===== src/swm_pkg.sv =====
package swm_pkg;

  // Register byte offsets within the clock and reset module window
  localparam logic [7:0] SWM_OFF_STATUS = 8'h18;
  localparam logic [7:0] SWM_OFF_MODREP = 8'h1C;
  localparam logic [7:0] SWM_OFF_COUNT = 8'h20;
  localparam logic [7:0] SWM_OFF_TIMEOUT = 8'h24;
  localparam logic [7:0] SWM_OFF_CTRL = 8'h40;
  localparam logic [7:0] SWM_OFF_MASK = 8'h44;

  // Status and mask field positions
  localparam int SWM_ST_SYNC = 0;
  localparam int SWM_ST_HIB = 1;

  // Control field positions
  localparam int SWM_CTRL_TWE = 0;
  localparam int SWM_CTRL_HIB = 1;
  localparam int SWM_CTRL_GO = 2;

  // Module enable report field positions
  localparam int SWM_MB_AIM = 17;
  localparam int SWM_MB_TRACE = 15;
  localparam int SWM_MB_DEBUG = 14;
  localparam int SWM_MB_ADC = 12;
  localparam int SWM_MB_SFLASH = 11;
  localparam int SWM_MB_AUDIO = 10;
  localparam int SWM_MB_TWI = 9;
  localparam int SWM_MB_RADIO = 8;
  localparam int SWM_MB_TIMER = 7;
  localparam int SWM_MB_UART_B = 6;
  localparam int SWM_MB_UART_A = 5;
  localparam int SWM_MB_GPIO = 4;
  localparam int SWM_MB_SPI = 3;
  localparam int SWM_MB_SEC = 2;
  localparam int SWM_MB_MAC = 1;
  localparam int SWM_MB_CPU = 0;

  // Reset values and bus response codes
  localparam logic [31:0] SWM_MODREP_RESET = 32'h0000_4001;
  localparam logic [31:0] SWM_TIMEOUT_RESET = 32'h0000_0000;
  localparam logic [1:0] SWM_RESP_OKAY = 2'h0;
  localparam logic [1:0] SWM_RESP_SLVERR = 2'h2;

  // Sleep timer tick: bus clock divided by 128
  localparam logic [7:0] SWM_TICK_LAST = 8'h7F;

  typedef enum logic [4:0] {
    SWM_RUN = 5'h01,
    SWM_ENTER = 5'h02,
    SWM_ARMED = 5'h04,
    SWM_ASLEEP = 5'h08,
    SWM_WAKE = 5'h10
  } swm_fsm_t;

  typedef struct packed {
    logic analog_iface_enabled;
    logic trace_module_enabled;
    logic debug_port_enabled;
    logic converter_enabled;
    logic serial_flash_enabled;
    logic audio_serial_enabled;
    logic two_wire_enabled;
    logic radio_iface_enabled;
    logic [3:0] timer_counter_clk_en;
    logic serial_port_b_enabled;
    logic serial_port_a_enabled;
    logic gpio_enabled;
    logic serial_periph_enabled;
    logic security_unit_enabled;
    logic mac_accel_enabled;
    logic cpu_enabled;
  } swm_mod_en_t;

  typedef struct packed {
    logic rtc;
    logic [3:0] ext;
  } swm_wake_src_t;

  typedef struct packed {
    swm_fsm_t fsm;
    logic [1:0] status;
    logic [1:0] mask;
    logic timer_wake_enable;
    logic hib_mode;
    logic [31:0] timeout;
    logic [31:0] count;
    logic [7:0] div;
    logic [31:0] modrep;
    logic aw_got;
    logic [7:0] awaddr;
    logic w_got;
    logic [31:0] wdata;
    logic [3:0] wstrb;
    logic awready;
    logic wready;
    logic bvalid;
    logic [1:0] bresp;
    logic arready;
    logic rvalid;
    logic [31:0] rdata;
    logic [1:0] rresp;
    logic irq;
    logic clk_stop;
    logic mac_freeze;
  } swm_state_t;

  localparam swm_state_t SWM_STATE_RESET = '{
    fsm: SWM_RUN, status: 2'h0, mask: 2'h0, timer_wake_enable: 1'b0, hib_mode: 1'b0,
    timeout: SWM_TIMEOUT_RESET, count: 32'h0000_0000, div: 8'h00, modrep: SWM_MODREP_RESET,
    aw_got: 1'b0, awaddr: 8'h00, w_got: 1'b0, wdata: 32'h0000_0000, wstrb: 4'h0,
    awready: 1'b1, wready: 1'b1, bvalid: 1'b0, bresp: 2'h0, arready: 1'b1, rvalid: 1'b0,
    rdata: 32'h0000_0000, rresp: 2'h0, irq: 1'b0, clk_stop: 1'b0, mac_freeze: 1'b0
  };

endpackage


===== src/swm_sleep_wake_status.sv =====
// Added by the designer: register access over AXI4-Lite.
`timescale 1ns/1ps

module swm_sleep_wake_status
  import swm_pkg::*;
(
  input wire logic aclk,
  input wire logic aresetn,
  input wire logic [7:0] s_axi_awaddr,
  input wire logic [2:0] s_axi_awprot,
  input wire logic s_axi_awvalid,
  output logic s_axi_awready,
  input wire logic [31:0] s_axi_wdata,
  input wire logic [3:0] s_axi_wstrb,
  input wire logic s_axi_wvalid,
  output logic s_axi_wready,
  output logic [1:0] s_axi_bresp,
  output logic s_axi_bvalid,
  input wire logic s_axi_bready,
  input wire logic [7:0] s_axi_araddr,
  input wire logic [2:0] s_axi_arprot,
  input wire logic s_axi_arvalid,
  output logic s_axi_arready,
  output logic [31:0] s_axi_rdata,
  output logic [1:0] s_axi_rresp,
  output logic s_axi_rvalid,
  input wire logic s_axi_rready,
  input wire swm_mod_en_t mod_en,
  input wire swm_wake_src_t wake_src,
  output logic irq,
  output logic cpu_clk_stop,
  output logic mac_timer_freeze,
  output logic [31:0] wake_timer_count
);

  swm_state_t s_r;
  swm_state_t s_nxt;

  function automatic logic [7:0] swm_word(input logic [7:0] a);
    return {a[7:2], 2'h0};
  endfunction

  function automatic logic [31:0] swm_pack_mod(input swm_mod_en_t m);
    logic [31:0] v;
    v = 32'h0000_0000;
    v[SWM_MB_AIM] = m.analog_iface_enabled;
    v[SWM_MB_TRACE] = m.trace_module_enabled;
    v[SWM_MB_DEBUG] = m.debug_port_enabled;
    v[SWM_MB_ADC] = m.converter_enabled;
    v[SWM_MB_SFLASH] = m.serial_flash_enabled;
    v[SWM_MB_AUDIO] = m.audio_serial_enabled;
    v[SWM_MB_TWI] = m.two_wire_enabled;
    v[SWM_MB_RADIO] = m.radio_iface_enabled;
    v[SWM_MB_TIMER] = |m.timer_counter_clk_en;
    v[SWM_MB_UART_B] = m.serial_port_b_enabled;
    v[SWM_MB_UART_A] = m.serial_port_a_enabled;
    v[SWM_MB_GPIO] = m.gpio_enabled;
    v[SWM_MB_SPI] = m.serial_periph_enabled;
    v[SWM_MB_SEC] = m.security_unit_enabled;
    v[SWM_MB_MAC] = m.mac_accel_enabled;
    v[SWM_MB_CPU] = m.cpu_enabled;
    return v;
  endfunction

  function automatic logic [31:0] swm_merge(input logic [31:0] old, input logic [31:0] d,
                                            input logic [3:0] strb);
    logic [31:0] v;
    v = old;
    for (int i = 0; i < 4; i++) begin
      if (strb[i]) begin
        v[i*8 +: 8] = d[i*8 +: 8];
      end
    end
    return v;
  endfunction

  // Address map decode, shared by the write and read paths
  function automatic logic swm_known(input logic [7:0] a);
    logic k;
    k = 1'b0;
    case (a)
      SWM_OFF_STATUS, SWM_OFF_MODREP, SWM_OFF_COUNT: begin
        k = 1'b1;
      end
      SWM_OFF_TIMEOUT, SWM_OFF_CTRL, SWM_OFF_MASK: begin
        k = 1'b1;
      end
      default: begin
        k = 1'b0;
      end
    endcase
    return k;
  endfunction

  // Read mux takes the state by value, so a read can never disturb a flag
  function automatic logic [31:0] swm_read_word(input swm_state_t s, input logic [7:0] a);
    logic [31:0] v;
    v = 32'h0000_0000;
    case (a)
      SWM_OFF_STATUS: begin
        v[SWM_ST_SYNC] = s.status[SWM_ST_SYNC];
        v[SWM_ST_HIB] = s.status[SWM_ST_HIB];
      end
      SWM_OFF_MODREP: begin
        v = s.modrep;
      end
      SWM_OFF_COUNT: begin
        v = s.count;
      end
      SWM_OFF_TIMEOUT: begin
        v = s.timeout;
      end
      SWM_OFF_CTRL: begin
        // Start bit is a strobe and always reads back as zero
        v[SWM_CTRL_TWE] = s.timer_wake_enable;
        v[SWM_CTRL_HIB] = s.hib_mode;
      end
      SWM_OFF_MASK: begin
        v[SWM_ST_SYNC] = s.mask[SWM_ST_SYNC];
        v[SWM_ST_HIB] = s.mask[SWM_ST_HIB];
      end
      default: begin
        v = 32'h0000_0000;
      end
    endcase
    return v;
  endfunction

  // Sleep timer advance; wraps silently at the top of its range
  function automatic logic [31:0] swm_count_step(input logic [31:0] c, input logic t);
    return t ? c + 32'h0000_0001 : c;
  endfunction

  // Any pad or the real-time clock ends sleep; the timer only when enabled
  function automatic logic swm_wake_due(input swm_state_t s, input swm_wake_src_t w);
    logic due;
    due = w.rtc || (|w.ext);
    if (s.timer_wake_enable && (s.count >= s.timeout)) begin
      due = 1'b1;
    end
    return due;
  endfunction

  // Set wins over a clear landing in the same cycle
  function automatic logic [1:0] swm_flags(input logic [1:0] cur, input logic [1:0] c,
                                           input logic [1:0] s);
    return (cur & ~c) | s;
  endfunction

  logic tick;
  logic wr_fire;
  logic [7:0] wr_addr;
  logic [7:0] rd_addr;
  logic [1:0] clr;
  logic [1:0] set;
  logic sleep_go;
  logic wake_due;
  logic [31:0] ctrl_new;

  always_comb begin
    s_nxt = s_r;
    set = 2'h0;
    clr = 2'h0;
    sleep_go = 1'b0;
    ctrl_new = 32'h0000_0000;
    tick = (s_r.div == SWM_TICK_LAST);
    s_nxt.div = tick ? 8'h00 : s_r.div + 8'h01;
    wr_addr = swm_word(s_r.awaddr);
    rd_addr = swm_word(s_axi_araddr);

    // Write address and data may arrive in either order
    if (s_r.awready && s_axi_awvalid) begin
      s_nxt.aw_got = 1'b1;
      s_nxt.awaddr = s_axi_awaddr;
      s_nxt.awready = 1'b0;
    end
    if (s_r.wready && s_axi_wvalid) begin
      s_nxt.w_got = 1'b1;
      s_nxt.wdata = s_axi_wdata;
      s_nxt.wstrb = s_axi_wstrb;
      s_nxt.wready = 1'b0;
    end

    wr_fire = s_r.aw_got && s_r.w_got && !s_r.bvalid;
    if (wr_fire) begin
      s_nxt.aw_got = 1'b0;
      s_nxt.w_got = 1'b0;
      s_nxt.bvalid = 1'b1;
      s_nxt.bresp = swm_known(wr_addr) ? SWM_RESP_OKAY : SWM_RESP_SLVERR;
      case (wr_addr)
        SWM_OFF_STATUS: begin
          if (s_r.wstrb[0]) begin
            clr = s_r.wdata[1:0];
          end
        end
        SWM_OFF_MASK: begin
          if (s_r.wstrb[0]) begin
            s_nxt.mask = s_r.wdata[1:0];
          end
        end
        SWM_OFF_TIMEOUT: begin
          s_nxt.timeout = swm_merge(s_r.timeout, s_r.wdata, s_r.wstrb);
        end
        SWM_OFF_CTRL: begin
          if (s_r.wstrb[0]) begin
            ctrl_new = s_r.wdata;
            s_nxt.timer_wake_enable = ctrl_new[SWM_CTRL_TWE];
            s_nxt.hib_mode = ctrl_new[SWM_CTRL_HIB];
            sleep_go = ctrl_new[SWM_CTRL_GO];
          end
        end
        SWM_OFF_MODREP, SWM_OFF_COUNT: begin
          // Read-only; write accepted and dropped
        end
        default: begin
          // Unmapped offset: no effect, error answer chosen above
        end
      endcase
    end
    if (s_r.bvalid && s_axi_bready) begin
      s_nxt.bvalid = 1'b0;
      s_nxt.awready = 1'b1;
      s_nxt.wready = 1'b1;
    end

    // Reads have no side effects on any flag
    if (s_r.arready && s_axi_arvalid) begin
      s_nxt.arready = 1'b0;
      s_nxt.rvalid = 1'b1;
      s_nxt.rdata = swm_read_word(s_r, rd_addr);
      s_nxt.rresp = swm_known(rd_addr) ? SWM_RESP_OKAY : SWM_RESP_SLVERR;
    end
    if (s_r.rvalid && s_axi_rready) begin
      s_nxt.rvalid = 1'b0;
      s_nxt.arready = 1'b1;
    end

    wake_due = swm_wake_due(s_r, wake_src);

    case (s_r.fsm)
      SWM_RUN: begin
        if (sleep_go) begin
          s_nxt.fsm = SWM_ENTER;
          s_nxt.count = 32'h0000_0000;
          s_nxt.div = 8'h00;
          s_nxt.mac_freeze = 1'b1;
        end
      end
      SWM_ENTER: begin
        // Timer held at zero until its first tick
        if (tick) begin
          set[SWM_ST_SYNC] = 1'b1;
          s_nxt.fsm = SWM_ARMED;
        end
      end
      SWM_ARMED: begin
        s_nxt.count = swm_count_step(s_r.count, tick);
        // Software must have saved the frozen timer by now
        if (clr[SWM_ST_SYNC] && s_r.status[SWM_ST_SYNC]) begin
          s_nxt.fsm = SWM_ASLEEP;
          s_nxt.clk_stop = 1'b1;
        end
      end
      SWM_ASLEEP: begin
        s_nxt.count = swm_count_step(s_r.count, tick);
        if (wake_due) begin
          s_nxt.fsm = SWM_WAKE;
        end
      end
      SWM_WAKE: begin
        // Wait for a tick edge so the count is stable when flagged
        if (tick) begin
          set[SWM_ST_SYNC] = 1'b1;
          set[SWM_ST_HIB] = s_r.hib_mode && s_r.timer_wake_enable;
          s_nxt.clk_stop = 1'b0;
          s_nxt.mac_freeze = 1'b0;
          s_nxt.fsm = SWM_RUN;
        end
      end
      default: begin
        s_nxt.fsm = SWM_RUN;
        s_nxt.clk_stop = 1'b0;
        s_nxt.mac_freeze = 1'b0;
      end
    endcase

    s_nxt.status = swm_flags(s_r.status, clr, set);
    s_nxt.modrep = swm_pack_mod(mod_en);
    s_nxt.irq = |(s_nxt.status & s_nxt.mask);
  end

  always_ff @(posedge aclk) begin
    if (!aresetn) begin
      s_r <= SWM_STATE_RESET;
    end else begin
      s_r <= s_nxt;
    end
  end

  assign s_axi_awready = s_r.awready;
  assign s_axi_wready = s_r.wready;
  assign s_axi_bvalid = s_r.bvalid;
  assign s_axi_bresp = s_r.bresp;
  assign s_axi_arready = s_r.arready;
  assign s_axi_rvalid = s_r.rvalid;
  assign s_axi_rdata = s_r.rdata;
  assign s_axi_rresp = s_r.rresp;
  assign irq = s_r.irq;
  assign cpu_clk_stop = s_r.clk_stop;
  assign mac_timer_freeze = s_r.mac_freeze;
  assign wake_timer_count = s_r.count;

endmodule // swm_sleep_wake_status


===== config.mk =====
export PLATFORM = sky130hd
export DESIGN_NAME = swm_sleep_wake_status
export DESIGN_NICKNAME = d
export VERILOG_FILES = /design/src/swm_pkg.sv /design/src/swm_sleep_wake_status.sv
export SDC_FILE = /design/constraint.sdc
export NUM_CORES = 1
export LEC_CHECK = 0
export BUFFER_PORTS_ARGS = -buffer_cell sky130_fd_sc_hd__buf_2
export CAP_MARGIN = 0
export CELL_PAD_IN_SITES_DETAIL_PLACEMENT = 0
export CELL_PAD_IN_SITES_GLOBAL_PLACEMENT = 1
export CORE_MARGIN = 5
export CORE_UTILIZATION = 41
export CTS_BUF_LIST = sky130_fd_sc_hd__clkbuf_16
export DETAILED_ROUTE_END_ITERATION = 10
export GPL_TIMING_DRIVEN = 0
export HOLD_SLACK_MARGIN = 0.12
export PLACE_DENSITY = 0.75
export SYNTH_ARGS = -nofsm -noshare
export SYNTH_HDL_FRONTEND = slang
export SYNTH_SLANG_ARGS = --single-unit

===== constraint.sdc =====
create_clock -name aclk -period 2.76 [get_ports aclk]
set_input_delay 0.138 -clock aclk [delete_from_list [all_inputs] [get_ports aclk]]
set_output_delay 0.138 -clock aclk [all_outputs]
set_load 0.1 [all_outputs]

==> metrics.txt, run 1 <==
Max clock buf depth=2; asr flop ratio synth=0; placed cell areas=10,500 sq um; CP arrival=2.83 ns; vias=8,240; total power=5790 uW; yosys warns=0; detailed-route wire length=26,600 um; crit end category=flop; post-route setup slack=0.255 ns; MaxCap Viol Count=0; Clk pin slew, worst setup/hold paths=0.07 ns; Cells after Synth=1,106; most frequent cells in the layout=185 x dfxtp_1, 163 x nand2_1, 153 x buf_2, 73 x dlygate4sd3_1, 71 x a21boi_0; total track usage=0.203; Slew HR=0.326; area of the core=22,600 sq um; Num CTS Buffers=17; number of synthesized flops with an enable pin=0; Core Util, Final=0.522; area growth from synthesis to layout=25.7%; most common cell after layout, fill and taps aside=dfxtp_1; slowest CP cell=nor3_1; #FFs+latches synth=185; Avg Vias per Cell=5.01; cells along the critical path=nand4_1, nor3_1, nand2_2, a2111oi_2, xnor2_1, nor2_1; row cnt=55; fin nets=1,470; gr ovfl total=0; Compound-Gate Fraction of Synth Area=0.174; VDD IR max=264 uV; Cell Area, Synth=9380 sq um; postcts setup bufs=0; Ant. Diodes=0; worst slack at placement=0.255 ns; drt pass-1 iters=5; critical path class=flop to flop; top_reg_cell synth=dfxtp_1; die width=161 um; vias in the first global route=8,098; Hold Path Class=input pin to flop; Worst path top cell family by delay=simple AND/OR/NAND/NOR gates; Finished Cell Area=11,800 sq um; Req. time, crit path=3.08 ns; initial antenna violation count=0; mux cell area share after synthesis=0.0309; Cell Pwr Density=491 nW/um^2; Worst path max stage delay=0.63 ns; Die Height=161 um; crit path time final=2.50 ns; starting density of the core=0.416; Worst Path Buf+Inv=0; CTS tree=built; Seq/Total Area, Yosys=0.395; Setup TNS Final=0 ns; antenna-violating nets left=0; Synth Area in Adders=0.0454; I/O pin cnt=165; WL per Instance=16.1 um; outcome=finished clean; final hold violations=0; largest net degree at the start of global routing=19; clock sinks=185; clk root buf=clkbuf_16; clk_lat worst skew=0.44 ns; leak pwr=0.00473 uW; Final Cycle Share=0.908; crit-path max FO=8; GPL Wtd Cong=0.868; RSZ-0062 raised after global routing=no; fmax=0.399 GHz; first-pass GRT wire length=42,300 um; drt first-iter violations=385; Post-Syn Area per Cell=8.48 sq um; XOR/XNOR share of the synthesized area=0.0355; share of cells above drive strength 1=0.203; Synth Area in Simple Gates=0.222; setup violators final=0; Slew Viols, Final=0; # DRC=0; Tightest Pin Transition=1.00 ns; Buffers on Ports=148; post-DP HPWL=20,200 um; Yosys cell types=56; CTS H-tree lvls=4; largest family of logic cells by synthesized area=simple AND/OR/NAND/NOR gates; Total Die Area=26,000 sq um; Worst setup SP type=flop; Worst Skew=0.0135 ns
==> state kept, by name, summed over array words and instances (netlist names) <==
register          cells
cpu_clk_stop          1
irq                   1
mac_timer_freeze      1
s_axi_arready         1
s_axi_awready         1
s_axi_bresp           1
s_axi_bvalid          1
s_axi_rdata          32
s_axi_rresp           1
s_axi_rvalid          1
s_axi_wready          1
s_r                 111
wake_timer_count     32
==> stage by stage <==
step                      hold slack (ns)  std cells
final                               0.173       1645
after global routing                0.174       1645
after CTS                           0.179       1645
after detailed placement            0.346       1540
after global placement              0.348       1540
after floorplan                     0.238       1107
==> final cells by class <==
| cell class | instances | area, sq um |
|---|---|---|
| Fill cell | 2215 | 10800 |
| Tap cell | 285 | 357 |
| Sequential cell | 185 | 3700 |
| Buffer | 128 | 758 |
| Inverter | 41 | 154 |
| Multi-Input combinational cell | 753 | 4770 |
| Timing Repair Buffer | 221 | 1470 |
| Clock inverter | 15 | 149 |
| Clock buffer | 17 | 425 |
==> worst register-to-register path: stages (launching register included) <==
cell	delay (ns)
dfxtp_1	0.56
nand4_1	0.25
nor3_1	0.63
nand2_2	0.32
a2111oi_2	0.42
xnor2_1	0.17
nor2_1	0.05
==> kinds of logic (layout without fill, tap and decap cells) <==
group | Yosys count | in the layout
multiplexers | 29 | 29
buffers and inverters | 169 | 422
adder cells (fa/ha/maj) | 34 | 34
AO/OA/AOI/OAI | 225 | 225
flip-flops | 185 | 185
XOR/XNOR | 38 | 38
other | 1 | 2
AND/OR/NAND/NOR | 425 | 425
==> final timing paths <==
check                             from              endpoint  slack (ns)  cells after the start
setup reg to reg  wake_timer_count[10]  wake_timer_count[23]        0.26                      6
hold / removal                 aresetn               s_r[90]        0.17                      2
hold reg to reg                s_r[71]               s_r[71]        0.47                      2
setup / recovery  wake_timer_count[10]  wake_timer_count[23]        0.26                      6
==> cells in the mapped netlist, types with 28 or more instances <==
cell type	number	area [sq um]
dfxtp_1	185	3700
nand2_1	163	612
a21boi_0	71	533
buf_4	68	510
nand3_1	60	300
clkbuf_1	49	184
nor2_1	49	184
a21oi_1	46	230
inv_1	41	154
and2_1	37	231
ha_1	34	425
xnor2_1	33	289
o21ai_0	31	155
mux2i_1	29	290
nor3_1	28	140
==> what timing repair did <==
item,CTS,global route
setup endpoints to repair,0,1
endpoints found under the hold margin,64,0
hold buffers,73,0
resized for setup,0,2
==> report_power, final <==
part	total (uW)	switching [uW]	internal, uW
Sequential	2790	51.9	2740
Clock	2450	1170	1280
Combinational	554	330	224
==> routing by layer <==
metal,vias to the layer above,global-route usage,share of wire
met5,-,0,0
met4,0,0.0512,0.014
met3,25,0.0281,0.040
met2,174,0.341,0.47
met1,3801,0.278,0.48
li1,4240,-,-
No activity file was read; power rests on OpenSTA's default activity.
==> run 2, diff against run 1 <==
--- a/config.mk
+++ b/config.mk
@@ -5,17 +5,19 @@
 export SDC_FILE = /design/constraint.sdc
 export NUM_CORES = 1
 export LEC_CHECK = 0
+export ABC_AREA = 1
 export BUFFER_PORTS_ARGS = -buffer_cell sky130_fd_sc_hd__buf_2
 export CAP_MARGIN = 0
 export CELL_PAD_IN_SITES_DETAIL_PLACEMENT = 0
 export CELL_PAD_IN_SITES_GLOBAL_PLACEMENT = 1
 export CORE_MARGIN = 5
-export CORE_UTILIZATION = 41
+export CORE_UTILIZATION = 40
 export CTS_BUF_LIST = sky130_fd_sc_hd__clkbuf_16
 export DETAILED_ROUTE_END_ITERATION = 10
 export GPL_TIMING_DRIVEN = 0
 export HOLD_SLACK_MARGIN = 0.12
-export PLACE_DENSITY = 0.75
+export PLACE_DENSITY = 0.77
+export SETUP_SLACK_MARGIN = 0.5
 export SYNTH_ARGS = -nofsm -noshare
 export SYNTH_HDL_FRONTEND = slang
 export SYNTH_SLANG_ARGS = --single-unit
==> run 2 against run 1 <==
  * Sequential share of layout area rose by 0.15 points
  * Wire length rose by 9.3%
  * Global-route usage rose by 1.6 points
  * Core utilization fell by 0.61 points
  * Clock power fell by 4%
  * Cell count rose by 14%
  * Worst hold slack got worse by 0.025 ns
  * Critical path depth did not move
  * Largest cell class unchanged
==> metrics.txt, run 2 <==
Post-synth top cells=252 x nand2_1, 197 x nor2_1, 185 x dfxtp_1, 132 x inv_1, 130 x a21oi_1; top_reg_cell synth=dfxtp_1; Tightest Pin Transition=0.837 ns (-0.166 ns); die width=163 um (+0.92%); Total Die Area=26,500 sq um (+1.9%); Slew Viols, Final=0 (unchanged); Sw Share=0.331 (+0.0628); yosys warns=0 (unchanged); crit-path max FO=10 (+2); drt first-iter violations=514 (+34%); Finished Cell Area=11,800 sq um (-0.26%); gr ovfl total=0 (unchanged); post-DP HPWL=22,700 um (+12%); Clk pin slew, worst setup/hold paths=0.07 ns (about the same); Sequential Power Share=0.435 (-0.047); FF-to-FF path depth=10 (+4); fillers=2,346 (+5.9%); Req. time, crit path=3.05 ns (-0.03 ns); Die Height=163 um (+0.92%); clk_lat worst skew=0.44 ns (about the same); top post-synthesis cells by area=dfxtp_1 40%, nand2_1 10%, nor2_1 7.9%; Avg Vias per Cell=4.81 (-4.0%); CTS H-tree lvls=4 (unchanged); Ant. Diodes=0 (unchanged); area of the core=22,800 sq um (+0.91%); initial antenna violation count=0 (unchanged); most frequent cells in the layout=252 x nand2_1, 196 x nor2_1, 180 x dfxtp_1, 158 x buf_2, 133 x inv_1; Hold Path Class=input pin to flop; fin cells=1,875 (+14%); Slew HR=0.442 (+0.116); worst hold path depth=4 (+2); WL per Instance=15.5 um (-4.1%); top-count cell post-synth=nand2_1; setup violators final=0 (unchanged); vias in the first global route=8,573 (+5.9%); crit path time final=2.13 ns (-0.373 ns); asr flop ratio synth=0 (unchanged); Max clock buf depth=2 (unchanged); Reg area=3710 sq um (+0.24%); Num CTS Buffers=17 (unchanged); critical path class=input pin to flop; VDD IR max=350 uV (+33%); antenna-violating nets left=0 (unchanged); vias=9,021 (+9.5%); Post-Syn Area per Cell=7.12 sq um (-16%); Cell Area, Synth=9330 sq um (-0.51%); Worst Skew=0.0129 ns (-0.000559 ns); Gate power share=0.205 (+0.109); CP arrival=2.42 ns (-0.41 ns); RSZ-0062 raised after global routing=yes; fin nets=1,672 (+14%); area growth from synthesis to layout=26.0%; number of flip-flops in the largest register=111 (unchanged); Yosys cell types=47 (-16%); share of cells above drive strength 1=0.195 (-0.00768); final hold violations=0 (unchanged); leak pwr=0.00506 uW (+7.1%); I/O pin cnt=165 (unchanged); Buffers on Ports=152 (+2.7%); leading area contributor after synthesis=dfxtp_1; fmax=0.469 GHz (+17%); Seq/Total Area, Yosys=0.397 (+0.00201); drt pass-1 iters=5 (unchanged); crit end category=flop; Final Cycle Share=0.772 (-0.135); # DRC=0 (unchanged); Biggest register=s_r; Psw=2170 uW (+40%); Setup TNS Final=0 ns (unchanged); GPL Wtd Cong=0.935 (+7.7%); Worst setup SP type=input pin; outcome=finished clean; starting density of the core=0.410 (-0.00585); Cell Pwr Density=557 nW/um^2 (+13%); placed cell areas=10,500 sq um (about the same); #FFs+latches synth=185 (unchanged); largest net degree at the start of global routing=19 (unchanged); most common cell after layout, fill and taps aside=nand2_1; number of synthesized flops with an enable pin=0 (unchanged); detailed-route wire length=29,000 um (+9.3%); placed insts=1,776 (+15%); CTS tree=built; first-pass GRT wire length=45,800 um (+8.3%); clock power share=0.361 (-0.062); MaxCap Viol Count=0 (unchanged); clock sinks=185 (unchanged); clk root buf=clkbuf_16; Pint=4380 uW (+3.3%); total track usage=0.220 (+0.0162); Cells after Synth=1,310 (+18%); Synth top area share=0.397 (+0.00201); Multi-input gate area=4420 sq um (-7.3%); row cnt=55 (unchanged)
## run 2: changes by cell type after synthesis, sizes merged, moves of 27 or more
cell and delta:
o21ai +47, nand2 +92, xnor2 -32, a21oi +85
and2 -36, a21boi -73, inv +94, nor2b -27
mux2i -29, nor2 +153
## run 2: timing repair
action,CTS,global route
hold buffers,67,0
hold endpoints to repair,67,0
buffers inserted,0,0
setup endpoints to repair,2,9
gates resized for setup,3,11
## run 2: worst paths after layout
check	startpoint	to	slack, ns
worst min-delay path	s_axi_araddr[5]	s_axi_rdata[0]	0.15
worst max register to register	wake_timer_count[1]	wake_timer_count[30]	0.68
worst min register to register	mac_timer_freeze	mac_timer_freeze	0.45
worst max-delay path	aresetn	wake_timer_count[17]	0.63
## run 2: cells by family after synthesis
family,share of synthesized area
AO/OA/AOI/OAI,0.145
XOR/XNOR,0.0178
adder cells (fa/ha/maj),0.0456
buffers and inverters,0.132
flip-flops,0.397
other,0.000402
AND/OR/NAND/NOR,0.262
## run 2: power groups by stage
stage          combinational (uW)  sequential, uW  clock, uW
2_1_floorplan                 817            3000          0
3_5_place_dp                 1260            2910          0
5_1_grt                      1470            2860       2520
6_report                     1340            2850       2360
4_1_cts                      1330            2850       2410
3_3_place_gp                 1260            2910          0
## run 2: area by class of cell
class	count	area share
clock buffers	17	0.0362
multi-input cells	872	0.376
clock inverters	15	0.0121
repair buffers	219	0.122
plain buffers	115	0.0604
inverters	139	0.0446
flip-flops and latches	185	0.316
well taps	313	0.0333
## run 2: critical path, cell delays in order
cell and delay, ns:
dlygate4sd3_1 0.53, buf_2 0.18, inv_2 0.22, clkbuf_1 0.60, clkbuf_1 0.62, nor2_1 0.12
## run 2: routing by layer
layer / global-route usage / routed length [um]
met1: 0.308 / 13700
met4: 0.0599 / 525
met3: 0.0304 / 1510
met2: 0.354 / 13300
met5: 0 / 0
## run 2: metrics by stage
step	utilization	power, uW	hold slack, ns	setup slack, ns
3_5_place_dp	0.460	4170	0.332	0.312
6_report	0.516	6550	0.148	0.628
2_1_floorplan	-	3810	0.236	0.646
4_1_cts	0.515	6590	0.123	0.521
5_1_grt	0.516	6860	0.155	0.468
3_3_place_gp	0.460	4160	0.328	0.323
==> run 3, diff against run 2 <==
--- a/config.mk
+++ b/config.mk
@@ -5,18 +5,18 @@
 export SDC_FILE = /design/constraint.sdc
 export NUM_CORES = 1
 export LEC_CHECK = 0
-export ABC_AREA = 1
+export ABC_AREA = 0
 export BUFFER_PORTS_ARGS = -buffer_cell sky130_fd_sc_hd__buf_2
 export CAP_MARGIN = 0
 export CELL_PAD_IN_SITES_DETAIL_PLACEMENT = 0
 export CELL_PAD_IN_SITES_GLOBAL_PLACEMENT = 1
 export CORE_MARGIN = 5
-export CORE_UTILIZATION = 40
+export CORE_UTILIZATION = 41
 export CTS_BUF_LIST = sky130_fd_sc_hd__clkbuf_16
 export DETAILED_ROUTE_END_ITERATION = 10
 export GPL_TIMING_DRIVEN = 0
 export HOLD_SLACK_MARGIN = 0.12
-export PLACE_DENSITY = 0.77
+export PLACE_DENSITY = 0.75
 export SETUP_SLACK_MARGIN = 0.5
 export SYNTH_ARGS = -nofsm -noshare
 export SYNTH_HDL_FRONTEND = slang
==> constraint.sdc (replaced) <==
create_clock -name aclk -period 2.2 [get_ports aclk]
set_input_delay 0.11 -clock aclk [delete_from_list [all_inputs] [get_ports aclk]]
set_output_delay 0.11 -clock aclk [all_outputs]
set_load 0.1 [all_outputs]
==> run 3 against run 2 <==
  * Worst hold slack better by 0.027 ns
  * Total power grew 9.4%
  * Die area is 1.8% lower
  * Global-route usage shrank 0.68 points
  * Count of clock-buffer cells in the layout stayed put
  * Register-to-register slack worse by 0.67 ns
  * Cell area is 12% higher
  * Largest cell class unchanged
==> metrics.txt, run 3 (synthesis gave the netlist of run 1 again) <==
Multi-input gate area=5520 sq um (+25%); fillers=2,073 (-12%); critical path class=flop to flop; detailed-route wire length=28,300 um (-2.6%); placed insts=1,540 (-13%); number of flip-flops in the largest register=111 (unchanged); Clk pin slew, worst setup/hold paths=0.07 ns (about the same); drt pass-1 iters=4 (-1); Min-Delay Endpoint=s_axi_rdata[1]; GPL Wtd Cong=0.868 (-7.1%); Cell Pwr Density=545 nW/um^2 (-2.1%); Die Height=161 um (-0.92%); FF-to-FF path depth=7 (-3); Biggest register=s_r; Buffers on Ports=148 (-2.6%); most frequent cells in the layout=145 x buf_2, 145 x dfxtp_1, 138 x nand2_1, 91 x buf_4, 72 x dlygate4sd3_1; area of the core=22,600 sq um (-0.91%); share of cells above drive strength 1=0.321 (+0.125); largest net degree at the start of global routing=19 (unchanged); crit path time final=2.19 ns; Tightest Pin Transition=1.09 ns (+0.254 ns); # DRC=0 (unchanged); vias=8,443 (-6.4%); drt first-iter violations=347 (-32%); Reg area=3780 sq um (+1.8%); Req. time, crit path=2.54 ns (-0.51 ns); outcome=finished clean; first-pass GRT wire length=43,900 um (-4.2%); Num CTS Buffers=17 (unchanged); leak pwr=0.00520 uW (+2.7%); placed cell areas=10,700 sq um (+2.1%); Ant. Diodes=0 (unchanged); Slew HR=0.272 (-0.170); worst hold path depth=4 (unchanged); row cnt=55 (unchanged); post-DP HPWL=20,800 um (-8.8%); area growth from synthesis to layout=40.0%; WL per Instance=16.8 um (+8.7%); CTS H-tree lvls=4 (unchanged); Finished Cell Area=13,100 sq um (+12%); final hold violations=0 (unchanged); I/O pin cnt=165 (unchanged); fin cells=1,679 (-10%); setup violators final=0 (unchanged); hold_sp=s_axi_arvalid; total track usage=0.213 (-0.00677); MaxCap Viol Count=0 (unchanged); crit-path max FO=4 (-6); Worst Skew=0.0188 ns (+0.00588 ns); post-route setup slack=0.0101 ns (-0.618 ns); CTS tree=built; VDD IR max=406 uV (+16%); fin nets=1,504 (-10%); starting density of the core=0.416 (+0.00585); Worst R2R End=cpu_clk_stop; vias in the first global route=8,094 (-5.6%); CP arrival=2.53 ns (+0.11 ns); Core Util, Final=0.582 (+0.0658); Register-to-Register Setup Slack=0.01 ns (-0.67 ns); Final Cycle Share=0.995; gr ovfl total=0 (unchanged); reg2reg start=s_r[84]; total power=7160 uW (+9.4%); clk root buf=clkbuf_16; fmax=0.457 GHz; clock sinks=185 (unchanged); Avg Vias per Cell=5.03 (+4.5%); antenna-violating nets left=0 (unchanged); Max clock buf depth=2 (unchanged); Hold Path Class=input pin to flop; initial antenna violation count=0 (unchanged); worst slack at placement=-0.316 ns (-0.628 ns); Worst setup SP type=flop; RSZ-0062 raised after global routing=yes; Total Die Area=26,000 sq um (-1.8%); Slew Viols, Final=0 (unchanged); die width=161 um (-0.92%); crit end category=flop; clk_lat worst skew=0.44 ns (about the same)
## run 3: area by class of cell
cell class,count,area share
Sequential cell,185,0.288
Clock inverter,15,0.00933
Clock buffer,17,0.0324
Timing Repair Buffer,255,0.142
Buffer,128,0.0697
Inverter,41,0.0117
Tap cell,285,0.0271
Multi-Input combinational cell,753,0.420
## run 3: through the flow
| stage | setup TNS [ns] | hold WS [ns] |
|---|---|---|
| after detailed placement | -7.36 | 0.307 |
| after global routing | -0.553 | 0.189 |
| after global placement | -7.83 | 0.306 |
| after CTS | -0.00479 | 0.155 |
| final | 0 | 0.175 |
| after floorplan | 0 | 0.203 |
## run 3: worst max-delay path by stage
| stage | start | endpoint | slack (ns) | depth (start not counted) |
|---|---|---|---|---|
| 2_1_floorplan | s_axi_bvalid | wake_timer_count[24] | 0.15 | 7 |
| 3_3_place_gp | s_r[201] | wake_timer_count[15] | -0.32 | 9 |
| 3_5_place_dp | s_r[201] | wake_timer_count[15] | -0.32 | 9 |
| 4_1_cts | s_r[84] | wake_timer_count[30] | -0.005 | 7 |
| 5_1_grt | s_r[84] | wake_timer_count[14] | -0.07 | 8 |
| 6_report | s_r[84] | cpu_clk_stop | 0.01 | 7 |
## run 3: report_power, final
part | switching [uW] | internal [uW]
Combinational | 444 | 333
Clock | 1420 | 1470
Sequential | 67.5 | 3430
## run 3: worst max-delay path, stage by stage, from the launching register on
cell     delay, ns
dfxtp_2       0.32
or4b_4        0.56
buf_6         0.14
or4_4         0.44
o21ai_4       0.19
nand3_2       0.11
o21a_1        0.22
o21a_1        0.11
## run 3: layer usage
metal  GRT usage  part of all wire  vias up
met5           0                 0        -
met4      0.0694             0.021        0
met1       0.289              0.47     3909
met3      0.0373             0.044       32
li1            -                 -     4307
met2       0.345              0.47      195
## run 3: repair_timing
action | in CTS | in global routing
hold buffers | 72 | 0
endpoints found under the hold margin | 64 | 0
gates resized for setup | 76 | 152
buffers inserted | 16 | 13
setup endpoints to repair | 94 | 112
cloned | 0 | 6
pin swaps | 11 | 36
